### src/core/bfp_pkg.sv
// Shared constants and types for the battery fault protection state machine
package bfp_pkg;

  // Clock and derived cycle scale
  localparam int unsigned CLK_HZ = 20_000_000;
  localparam int unsigned CYC_PER_US = CLK_HZ / 1_000_000;

  // Filter and check times in microseconds; all but the 8 s figure are plain defaults
  localparam int unsigned T_OV_US = 1_000_000;
  localparam int unsigned T_UV_US = 1_000_000;
  localparam int unsigned T_OCD_US = 10_000;
  localparam int unsigned T_SCD_US = 250;
  localparam int unsigned T_SCC_US = 250;
  localparam int unsigned T_THERM_CHECK_US = 100_000;
  localparam int unsigned T_OPEN_CHECK_US = 250_000;
  localparam int unsigned T_UV_SHUT_US = 8_000_000;

  // Cycle counts; each is a whole number of 50 ns periods
  localparam int unsigned OV_CYC = T_OV_US * CYC_PER_US;
  localparam int unsigned UV_CYC = T_UV_US * CYC_PER_US;
  localparam int unsigned OCD_CYC = T_OCD_US * CYC_PER_US;
  localparam int unsigned SCD_CYC = T_SCD_US * CYC_PER_US;
  localparam int unsigned SCC_CYC = T_SCC_US * CYC_PER_US;
  localparam int unsigned THERM_CYC = T_THERM_CHECK_US * CYC_PER_US;
  localparam int unsigned OPEN_CYC = T_OPEN_CHECK_US * CYC_PER_US;
  localparam int unsigned UV_SHUT_CYC = T_UV_SHUT_US * CYC_PER_US;

  // Filter counter width and the two-tick window of the periodic checks
  localparam int unsigned CNT_W = 28;
  localparam logic [CNT_W-1:0] CHECK_TICKS = 28'h000_0002;
  localparam logic [CNT_W-1:0] EVERY_CYCLE = 28'h000_0001;

  // APB register map, byte addresses
  localparam int unsigned ADDR_W = 8;
  localparam logic [ADDR_W-1:0] REG_CONFIG = 8'h00;
  localparam logic [ADDR_W-1:0] REG_STATUS = 8'h04;
  localparam logic [ADDR_W-1:0] REG_IRQ_STATUS = 8'h08;
  localparam logic [ADDR_W-1:0] REG_IRQ_MASK = 8'h0C;

  // Configuration field positions and reset value
  localparam int unsigned CFG_W = 5;
  localparam int unsigned CFG_OV_INHIBIT = 0;
  localparam int unsigned CFG_UV_UNLOAD = 1;
  localparam int unsigned CFG_TEMP_UNLOAD = 2;
  localparam int unsigned CFG_CUR_CHARGER = 3;
  localparam int unsigned CFG_UV_SHUT_EN = 4;
  localparam logic [CFG_W-1:0] CFG_RESET = 5'h00;

  // Status layout: state code in the low bits, then the four flags
  localparam int unsigned ST_W = 3;
  localparam int unsigned STAT_LOCKOUT = 3;
  localparam int unsigned STAT_CHARGER = 4;
  localparam int unsigned STAT_UV = 5;
  localparam int unsigned STAT_OV = 6;

  // Interrupt bits: entry to each protection state, then recovery to normal
  localparam int unsigned IRQ_W = 7;
  localparam int unsigned IRQ_RECOVER = 6;
  localparam logic [IRQ_W-1:0] IRQ_RESET = 7'h00;

  // Protection states in ascending priority
  typedef enum logic [ST_W-1:0] {
    ST_NORMAL, ST_OV, ST_UV, ST_OT, ST_CUR, ST_SCC, ST_SHUT
  } bfp_state_type;

  // Reason for a shutdown, which picks its recovery condition
  typedef enum logic [1:0] {
    CAUSE_NONE, CAUSE_TSHORT, CAUSE_OPEN, CAUSE_UV
  } bfp_cause_type;

endpackage

### src/core/bfp_filter.sv
// Restartable fault filter: flags a condition that held for a number of ticks
`timescale 1ns/1ps
`default_nettype none
module bfp_filter import bfp_pkg::*; #(
  parameter int unsigned WIDTH = CNT_W
) (
  input wire logic mclk,
  input wire logic reset,
  input wire logic cond,
  input wire logic tick,
  input wire logic [WIDTH-1:0] limit,
  output logic hit
);

  logic [WIDTH-1:0] count;

  // Any gap in the condition throws away the time already counted
  always_ff @(posedge mclk or posedge reset) begin
    if (reset) begin
      count <= '0;
    end else if (!cond) begin
      count <= '0;
    end else if (tick && count != limit) begin
      count <= count + 1'b1;
    end
  end

  assign hit = cond && (count == limit);

endmodule
`default_nettype wire

### src/core/bfp_fsm.sv
// Fault supervision state machine with APB registers and interrupt
//
// Behaviour
// - Lockout flag high while supply below reset threshold
// - Charger flag high while charger is attached
// - Undervoltage flag high once undervoltage detected
// - Overvoltage flag high once overvoltage detected
// - Overvoltage: charge off, discharge on, optional inhibit
// - Undervoltage: both off, charger re-enables charge
// - Undervoltage recovery may also require load removal
// - Overtemperature: both off, recover per config
// - Discharge current faults: recover on unload/charger
// - Charge short holds until charger removed
// - Thermistor short: shutdown, charger plus clear recovers
// - Open cell: shutdown, charger plus clean period
// - Optional 8 s undervoltage timer enters shutdown
// - Thermistor recoveries complete within one check period
//
// Chosen here: the placing of the registers and the APB interface to the registers.
`timescale 1ns/1ps
`default_nettype none
module bfp_fsm import bfp_pkg::*; #(
  parameter int unsigned OV_CYCLES = OV_CYC,
  parameter int unsigned UV_CYCLES = UV_CYC,
  parameter int unsigned OCD_CYCLES = OCD_CYC,
  parameter int unsigned SCD_CYCLES = SCD_CYC,
  parameter int unsigned SCC_CYCLES = SCC_CYC,
  parameter int unsigned THERM_CYCLES = THERM_CYC,
  parameter int unsigned OPEN_CYCLES = OPEN_CYC,
  parameter int unsigned UV_SHUT_CYCLES = UV_SHUT_CYC
) (
  input wire logic mclk,
  input wire logic reset,
  // APB slave
  input wire logic psel,
  input wire logic penable,
  input wire logic pwrite,
  input wire logic [ADDR_W-1:0] paddr,
  input wire logic [31:0] pwdata,
  output logic [31:0] prdata,
  output logic pready,
  output logic pslverr,
  // Comparator results, all asynchronous to mclk
  input wire logic supplyLow,
  input wire logic chargerPresent,
  input wire logic loadPresent,
  input wire logic cellOver,
  input wire logic cellOverClear,
  input wire logic cellUnder,
  input wire logic cellUnderClear,
  input wire logic tempHot,
  input wire logic tempHotClear,
  input wire logic dischargeOvercurrent,
  input wire logic dischargeShort,
  input wire logic chargeShort,
  input wire logic thermShort,
  input wire logic thermShortClear,
  input wire logic openCell,
  // Power switch gates, open-drain thermistor pin, low-power flag and interrupt
  output logic chargeSwitchDrive,
  output logic dischargeSwitchDrive,
  output logic thermistorPinOut,
  output logic thermistorPinOe,
  output logic lowPowerMode,
  output logic irq
);

  localparam int unsigned NIN = 15;

  logic [NIN-1:0] syncA;
  logic [NIN-1:0] syncB;
  logic lockS, chgS, loadS, ovS, ovClrS, uvS, uvClrS, hotS, hotClrS;
  logic ocdS, scdS, sccS, tshS, tshClrS, openS;
  logic ovHit, uvHit, otHit, ocdHit, scdHit, sccHit, tshHit, openHit;
  logic openClrHit, uvShutHit;
  logic [CNT_W-1:0] thermCnt;
  logic [CNT_W-1:0] openCnt;
  logic thermTick, openTick;
  bfp_state_type state, prevState, faultTarget, next_state;
  bfp_cause_type cause, faultCause, next_cause;
  logic recoverOk;
  logic [CFG_W-1:0] cfgReg;
  logic [IRQ_W-1:0] irqStatus;
  logic [IRQ_W-1:0] irqMask;
  logic [IRQ_W-1:0] irqEvent;
  logic [7:0] stateOneHot;
  logic next_chg, next_dsg;

  // Two-flop synchronisers; only syncB is read by logic
  always_ff @(posedge mclk or posedge reset) begin
    if (reset) begin
      syncA <= '0;
      syncB <= '0;
    end else begin
      syncA <= {supplyLow, chargerPresent, loadPresent, cellOver, cellOverClear,
                cellUnder, cellUnderClear, tempHot, tempHotClear,
                dischargeOvercurrent, dischargeShort, chargeShort,
                thermShort, thermShortClear, openCell};
      syncB <= syncA;
    end
  end

  assign {lockS, chgS, loadS, ovS, ovClrS, uvS, uvClrS, hotS, hotClrS,
          ocdS, scdS, sccS, tshS, tshClrS, openS} = syncB;

  // Periodic check ticks for the thermistor and the open-cell scan
  always_ff @(posedge mclk or posedge reset) begin
    if (reset) begin
      thermCnt <= '0;
      openCnt <= '0;
    end else begin
      thermCnt <= thermTick ? '0 : thermCnt + 1'b1;
      openCnt <= openTick ? '0 : openCnt + 1'b1;
    end
  end

  assign thermTick = (thermCnt == CNT_W'(THERM_CYCLES - 1));
  assign openTick = (openCnt == CNT_W'(OPEN_CYCLES - 1));

  // Fault filters; periodic checks need two ticks, so 1 to 2 periods elapse
  bfp_filter uOv (.mclk(mclk), .reset(reset), .cond(ovS), .tick(1'b1),
    .limit(CNT_W'(OV_CYCLES)), .hit(ovHit));
  bfp_filter uUv (.mclk(mclk), .reset(reset), .cond(uvS), .tick(1'b1),
    .limit(CNT_W'(UV_CYCLES)), .hit(uvHit));
  bfp_filter uOt (.mclk(mclk), .reset(reset), .cond(hotS), .tick(thermTick),
    .limit(CHECK_TICKS), .hit(otHit));
  bfp_filter uOcd (.mclk(mclk), .reset(reset), .cond(ocdS), .tick(1'b1),
    .limit(CNT_W'(OCD_CYCLES)), .hit(ocdHit));
  bfp_filter uScd (.mclk(mclk), .reset(reset), .cond(scdS), .tick(1'b1),
    .limit(CNT_W'(SCD_CYCLES)), .hit(scdHit));
  bfp_filter uScc (.mclk(mclk), .reset(reset), .cond(sccS), .tick(1'b1),
    .limit(CNT_W'(SCC_CYCLES)), .hit(sccHit));
  bfp_filter uTsh (.mclk(mclk), .reset(reset), .cond(tshS), .tick(thermTick),
    .limit(CHECK_TICKS), .hit(tshHit));
  bfp_filter uOpen (.mclk(mclk), .reset(reset), .cond(openS), .tick(openTick),
    .limit(CHECK_TICKS), .hit(openHit));
  bfp_filter uOpenClr (.mclk(mclk), .reset(reset), .cond(!openS), .tick(openTick),
    .limit(CHECK_TICKS), .hit(openClrHit));
  bfp_filter uUvShut (.mclk(mclk), .reset(reset),
    .cond(state == ST_UV && cfgReg[CFG_UV_SHUT_EN] && !uvClrS), .tick(1'b1),
    .limit(CNT_W'(UV_SHUT_CYCLES)), .hit(uvShutHit));

  // Highest-priority filtered fault; shutdown causes outrank the rest
  always_comb begin
    faultTarget = ST_NORMAL;
    faultCause = CAUSE_NONE;
    if (tshHit) begin
      faultTarget = ST_SHUT;
      faultCause = CAUSE_TSHORT;
    end else if (openHit) begin
      faultTarget = ST_SHUT;
      faultCause = CAUSE_OPEN;
    end else if (uvShutHit) begin
      faultTarget = ST_SHUT;
      faultCause = CAUSE_UV;
    end else if (sccHit) begin
      faultTarget = ST_SCC;
    end else if (ocdHit || scdHit) begin
      faultTarget = ST_CUR;
    end else if (otHit) begin
      faultTarget = ST_OT;
    end else if (uvHit) begin
      faultTarget = ST_UV;
    end else if (ovHit) begin
      faultTarget = ST_OV;
    end
  end

  // Recovery condition of the present state
  always_comb begin
    unique case (state)
      ST_NORMAL: recoverOk = 1'b0;
      ST_OV: recoverOk = ovClrS;
      ST_UV: recoverOk = uvClrS && (!cfgReg[CFG_UV_UNLOAD] || !loadS);
      ST_OT: recoverOk = thermTick && hotClrS
                         && (!cfgReg[CFG_TEMP_UNLOAD] || !loadS);
      ST_CUR: recoverOk = !loadS && (!cfgReg[CFG_CUR_CHARGER] || chgS);
      ST_SCC: recoverOk = !chgS;
      ST_SHUT: begin
        unique case (cause)
          CAUSE_TSHORT: recoverOk = chgS && tshClrS && thermTick;
          CAUSE_OPEN: recoverOk = chgS && openClrHit;
          default: recoverOk = chgS;
        endcase
      end
      default: recoverOk = 1'b1;
    endcase
  end

  // A higher fault preempts; otherwise recover to normal when allowed
  always_comb begin
    next_state = state;
    next_cause = cause;
    if (faultTarget > state) begin
      next_state = faultTarget;
      next_cause = faultCause;
    end else if (recoverOk) begin
      next_state = ST_NORMAL;
      next_cause = CAUSE_NONE;
    end
  end

  always_ff @(posedge mclk or posedge reset) begin
    if (reset) begin
      state <= ST_NORMAL;
      prevState <= ST_NORMAL;
      cause <= CAUSE_NONE;
    end else begin
      state <= next_state;
      prevState <= state;
      cause <= next_cause;
    end
  end

  // Gate drive; lockout forces both switches off whatever the state
  assign next_chg = !lockS && (state == ST_NORMAL || (state == ST_UV && chgS));
  assign next_dsg = !lockS && (state == ST_NORMAL || state == ST_OV);

  always_ff @(posedge mclk or posedge reset) begin
    if (reset) begin
      chargeSwitchDrive <= 1'b0;
      dischargeSwitchDrive <= 1'b0;
      thermistorPinOe <= 1'b0;
      lowPowerMode <= 1'b0;
    end else begin
      chargeSwitchDrive <= next_chg;
      dischargeSwitchDrive <= next_dsg;
      thermistorPinOe <= state == ST_OV && cfgReg[CFG_OV_INHIBIT];
      lowPowerMode <= state == ST_SHUT;
    end
  end

  // The pin is only ever pulled low, never driven high
  assign thermistorPinOut = 1'b0;

  // State entries raise events; bit 6 marks a return to normal
  assign stateOneHot = 8'h01 << state;
  assign irqEvent = (state != prevState)
      ? {state == ST_NORMAL, stateOneHot[6:1]} : IRQ_RESET;

  // APB decode; zero wait states, unmapped addresses answer with an error
  logic hitCfg, hitStat, hitIrq, hitMask, hitAny, wrEn, setup;
  logic [31:0] readMux;
  assign hitCfg = paddr == REG_CONFIG;
  assign hitStat = paddr == REG_STATUS;
  assign hitIrq = paddr == REG_IRQ_STATUS;
  assign hitMask = paddr == REG_IRQ_MASK;
  assign hitAny = hitCfg || hitStat || hitIrq || hitMask;
  assign setup = psel && !penable;
  assign wrEn = psel && penable && pwrite;
  assign pready = 1'b1;
  assign pslverr = psel && penable && !hitAny;
  assign readMux = hitCfg ? 32'(cfgReg)
      : hitStat ? 32'({state == ST_OV,
                       state == ST_UV || (state == ST_SHUT && cause == CAUSE_UV),
                       chgS, lockS, state})
      : hitIrq ? 32'(irqStatus)
      : hitMask ? 32'(irqMask) : 32'h0000_0000;

  // Read data captured in the setup cycle so it is steady in access
  always_ff @(posedge mclk or posedge reset) begin
    if (reset) begin
      prdata <= 32'h0000_0000;
    end else if (setup && !pwrite) begin
      prdata <= readMux;
    end
  end

  // Config and mask writes; status clears by writing ones, a new event wins
  always_ff @(posedge mclk or posedge reset) begin
    if (reset) begin
      cfgReg <= CFG_RESET;
      irqMask <= IRQ_RESET;
      irqStatus <= IRQ_RESET;
      irq <= 1'b0;
    end else begin
      if (wrEn && hitCfg) cfgReg <= pwdata[CFG_W-1:0];
      if (wrEn && hitMask) irqMask <= pwdata[IRQ_W-1:0];
      irqStatus <= (irqStatus & ~((wrEn && hitIrq) ? pwdata[IRQ_W-1:0] : IRQ_RESET))
                   | irqEvent;
      irq <= |(irqStatus & irqMask);
    end
  end
endmodule
`default_nettype wire

### config.mk
export PLATFORM = sky130hd
export DESIGN_NAME = bfp_fsm
export DESIGN_NICKNAME = d
export VERILOG_FILES = /design/src/core/bfp_pkg.sv /design/src/core/bfp_filter.sv /design/src/core/bfp_fsm.sv
export SDC_FILE = /design/constraint.sdc
export NUM_CORES = 1
export LEC_CHECK = 0
export ABC_AREA = 0
export CAP_MARGIN = 20
export CELL_PAD_IN_SITES_DETAIL_PLACEMENT = 0
export CELL_PAD_IN_SITES_GLOBAL_PLACEMENT = 1
export CORE_ASPECT_RATIO = 2
export CORE_MARGIN = 5
export CORE_UTILIZATION = 55
export DETAILED_ROUTE_END_ITERATION = 8
export DONT_BUFFER_PORTS = 1
export PLACE_DENSITY_LB_ADDON = 0.3
export SLEW_MARGIN = 10
export SYNTH_ARGS = -nofsm -noshare
export SYNTH_HDL_FRONTEND = slang
export SYNTH_SLANG_ARGS = --single-unit
### constraint.sdc
create_clock -name mclk -period 42.6 [get_ports mclk]
set_input_delay 8.52 -clock mclk [delete_from_list [all_inputs] [get_ports mclk]]
set_output_delay 8.52 -clock mclk [all_outputs]
set_load 0.01 [all_outputs]
==> key figures <==
Status
  – Run status: complete, no violations

Place
  – Placed insts: 2507
  – Placed standard-cell area: 21030 um2
  – Gpl congestion: 0.8388
  – Detailed-placement wirelength estimate: 30.11 mm
  – Number of port buffers: 0

Logic synthesis
  – Number of storage elements in the synthesis netlist: 405
  – Post-Syn Instances: 2099
  – Post-synthesis instance area: 20680 um2
  – Top FF cell, synth: sky130_fd_sc_hd__dfrtp_1
  – EDFF count, synth: 0
  – Post-synthesis area per instance: 9.851 um2
  – Synth warnings: 0
  – Post-synthesis async set-or-reset flop share: 100.0%
  – Part of the Yosys area used for sequential elements: 49.01%
  – Number of unique standard cell types used by synthesis: 63

STA
  – Maximum achievable frequency: 56.61 MHz
  – Number of pins with negative max-slew slack in the final report: 0
  – Final critical path time including I/O delays and setup: 17.67 ns
  – Final setup violating endpoints: 0
  – Part of the cycle the worst path needs: 41.47%
  – Worst Clk Skew: 0.01554 ns
  – RSZ-0062 raised after global routing: no
  – Headroom to the max-slew limit: 35.05%
  – Aggregate negative setup slack: 0 ns
  – Final Hold Vio Count: 0
  – Slew @ Worst Pin: 0.9663 ns

Die
  – Effective utilization at floorplan: 55.64%
  – Top-level I/O count: 100
  – Die span in y: 284.2 um
  – Horiz. Die Dim: 147.1 um
  – Area of the die: 41810 um2
  – Floorplan core area: 37160 um2
  – Number of rows in the core area: 100

Drt
  – Number of vias in the routed layout: 15073
  – Vias per Instance: 5.849
  – Count of TritonRoute iterations in the first routing pass: 4
  – Post-route DRC violation count: 0
  – Number of DRC markers after the initial detailed-route iteration: 748
  – Antenna-violating nets left: 0
  – Routed len/inst: 16.94 um
  – Final Routed Wirelength: 43.66 mm

GRT
  – Total routing usage reported by global routing: 20.96%
  – Number of antenna violations at the first check in global routing: 1
  – Number of global-route vias before repair: 15436
  – Maximum number of pins on one net before global-route repair: 158
  – Overall overflow remaining after global route: 0
  – First-pass GRT wire length: 74.67 mm

Power
  – Cell area power density: 35.80 nW/um2
  – Total Power Consumption: 799.1 uW
  – LEAKAGE: 9.591 nW
  – Largest voltage drop on the vdd net: 0.03010 mV

Clock network
  – Number of H-tree levels: 2
  – Total clock sinks: 405
  – Post-CTS setup buffers: 0
  – Number of instances resized during post-cts repair: 0
  – Clock Root Buffer: sky130_fd_sc_hd__clkbuf_16
  – Number of buffers inserted for hold repair after clock tree synthesis: 0
  – Clock Latency Late Sink: 0.54 ns
  – Clock transition at the register clock pins on the worst setup and hold paths after CTS: 0.06 ns
  – Maximum number of buffers from clock root to sink: 3
  – TritonCTS clock tree: yes
  – CTS buffer count: 38

Hold path
  – Hold path startpoint: syncA[5]$_DFF_PP0_
  – Hold Path Class: reg2reg

Run
  – Maximum Capacitance Violations: 0

Layout
  – Core Util, Final: 60.07%
  – Fraction of final layout cells sized beyond drive strength 1: 5.335%
  – Area grow syn2layout: 7.957%
  – Number of antenna cells inserted: 0
  – Final design instance area without fill: 22320 um2
  – Non-filler instance count after layout: 2577
  – Total number of nets in the final design: 2178
  – Filler Cell Count: 3220

Setup path
  – Worst Setup Path Type: in2out
  – Highest net fanout along the worst path: 4
  – Data required time of the critical path: 34.08 ns
  – Critical path origin: paddr[5]
  – Data arrival at the endpoint of the critical path: 9.15 ns
  – Crit path launch type: input pin
  – Startpoint of the most critical register-to-register path: uScc.count[24]$_DFFE_PP0N_
  – Critical Path End Type: output pin
-- cells in the final DEF (no fill, tap or decap), types with 39 or more instances in the layout --
cell type and n:
sky130_fd_sc_hd__a21oi_1 41, sky130_fd_sc_hd__xnor2_1 185, sky130_fd_sc_hd__clkbuf_16 39, sky130_fd_sc_hd__inv_1 62
sky130_fd_sc_hd__and2_1 128, sky130_fd_sc_hd__dfrtp_1 405, sky130_fd_sc_hd__nand3_1 131, sky130_fd_sc_hd__o21ai_0 44
sky130_fd_sc_hd__nand2_1 157, sky130_fd_sc_hd__xor2_1 75, sky130_fd_sc_hd__nor3_1 49, sky130_fd_sc_hd__and3_1 56
sky130_fd_sc_hd__nand4_1 73, sky130_fd_sc_hd__nor4_1 88, sky130_fd_sc_hd__nor2_1 175
-- cells by family after synthesis --
kind of cell             count (synthesis)  share of synthesized area (%)
AND/OR/NAND/NOR                       1040                          27.52
AO/OA/AOI/OAI                          166                          5.246
other                                    2                        0.03632
multiplexers                            41                          2.088
adder cells (fa/ha/maj)                 28                          1.694
buffers and inverters                  157                          3.389
flip-flops                             405                          49.01
XOR/XNOR                               260                          11.01
-- stage by stage --
stage | setup WS, ns | hold WS (ns)
floorplan | 22.81 | 0.3312
global placement | 24.91 | 0.3336
detailed placement | 24.94 | 0.3347
CTS | 24.93 | 0.3500
global route | 24.89 | 0.3572
finish | 24.94 | 0.3503
-- registers in the layout (all words and copies together) (netlist names), 15 cells and up --
signal	count
thermCnt	28
uScc.count	28
uOpenClr.count	28
uOv.count	28
openCnt	28
uOcd.count	28
uTsh.count	28
syncA	15
uOpen.count	28
uUvShut.count	28
uUv.count	28
uScd.count	28
syncB	15
uOt.count	28
-- area by class of cell --
| cell class | count | area, um2 | share of cell area [%] |
|---|---|---|---|
| clock buffer | 56 | 1140 | 5.106 |
| clock inverter | 12 | 118.9 | 0.5325 |
| tap | 459 | 574.3 | 2.573 |
| multi-input combinational | 1562 | 9942 | 44.54 |
| inverter | 66 | 255.2 | 1.143 |
| timing repair buffer | 17 | 157.7 | 0.7062 |
| sequential | 405 | 10130 | 45.40 |
-- critical path, stage by stage --
cell	delay, ns
sky130_fd_sc_hd__nor4_1	0.24
sky130_fd_sc_hd__nand2_1	0.14
sky130_fd_sc_hd__and3_1	0.24
-- cells in the mapped netlist, drive strengths merged (3+ instances only) --
| master | n | area [um2] |
|---|---|---|
| mux2i | 24 | 240.2 |
| or4 | 12 | 90.09 |
| mux2 | 17 | 191.4 |
| xor2 | 75 | 656.9 |
| nor4 | 89 | 556.8 |
| o2bb2ai | 3 | 26.28 |
| a22oi | 4 | 30.03 |
| clkinv | 3 | 11.26 |
| nor3 | 50 | 255.3 |
| nand2b | 23 | 143.9 |
| a31o | 3 | 26.28 |
| inv | 63 | 236.5 |
| nor2 | 175 | 656.9 |
| and2 | 128 | 800.8 |
| a21boi | 15 | 112.6 |
| o311ai | 4 | 35.03 |
| or3 | 35 | 219.0 |
| xnor2 | 185 | 1620 |
| o31ai | 8 | 60.06 |
| nand4 | 73 | 456.7 |
| nand3b | 4 | 30.03 |
| nor4b | 28 | 245.2 |
| clkbuf | 58 | 217.7 |
| and4 | 28 | 245.2 |
| a211oi | 4 | 30.03 |
| nand2 | 157 | 589.3 |
| nand4b | 3 | 26.28 |
| or2 | 7 | 43.79 |
| o21ai | 44 | 220.2 |
| nor3b | 8 | 60.06 |
| buf | 33 | 235.2 |
| nor4bb | 8 | 80.08 |
| o41ai | 4 | 35.03 |
| dfrtp | 405 | 10130 |
| a22o | 11 | 96.34 |
| or4b | 4 | 43.79 |
| nor2b | 18 | 112.6 |
| o21a | 4 | 30.03 |
| ha | 28 | 350.3 |
| a32o | 3 | 30.03 |
| nand3 | 131 | 655.6 |
| a21oi | 41 | 205.2 |
| and3 | 56 | 350.3 |
-- worst paths after layout --
check	endpoint	slack, ns	depth (start not counted)
max	pslverr	24.94	3
min	syncB[5]$_DFF_PP0_	0.35	0
max reg2reg	cause[0]$_DFFE_PP0P_	38.21	13
min reg2reg	syncB[5]$_DFF_PP0_	0.35	0
max in group asynchronous	uScc.count[9]$_DFFE_PP0N_	33.35	2
min in group asynchronous	syncB[9]$_DFF_PP0_	7.96	1
-- routing by layer --
metal / routed length (um) / up-vias / GRT usage, %
met4: 1248 / 0 / 6.906
met5: 0 / - / 0
met3: 1432 / 81 / 2.678
met1: 17600 / 7480 / 24.72
met2: 23380 / 233 / 39.09
li1: - / 7279 / -
-- report_power, final --
group          internal, mW  switching (mW)  leakage [nW]  total (mW)
logic                0.0176          0.0325          3.44      0.0502
clock network         0.198           0.147         0.621       0.345
registers             0.392          0.0115          5.53       0.404
total                 0.608           0.191          9.59       0.799
(Power assumes the default switching activity.)
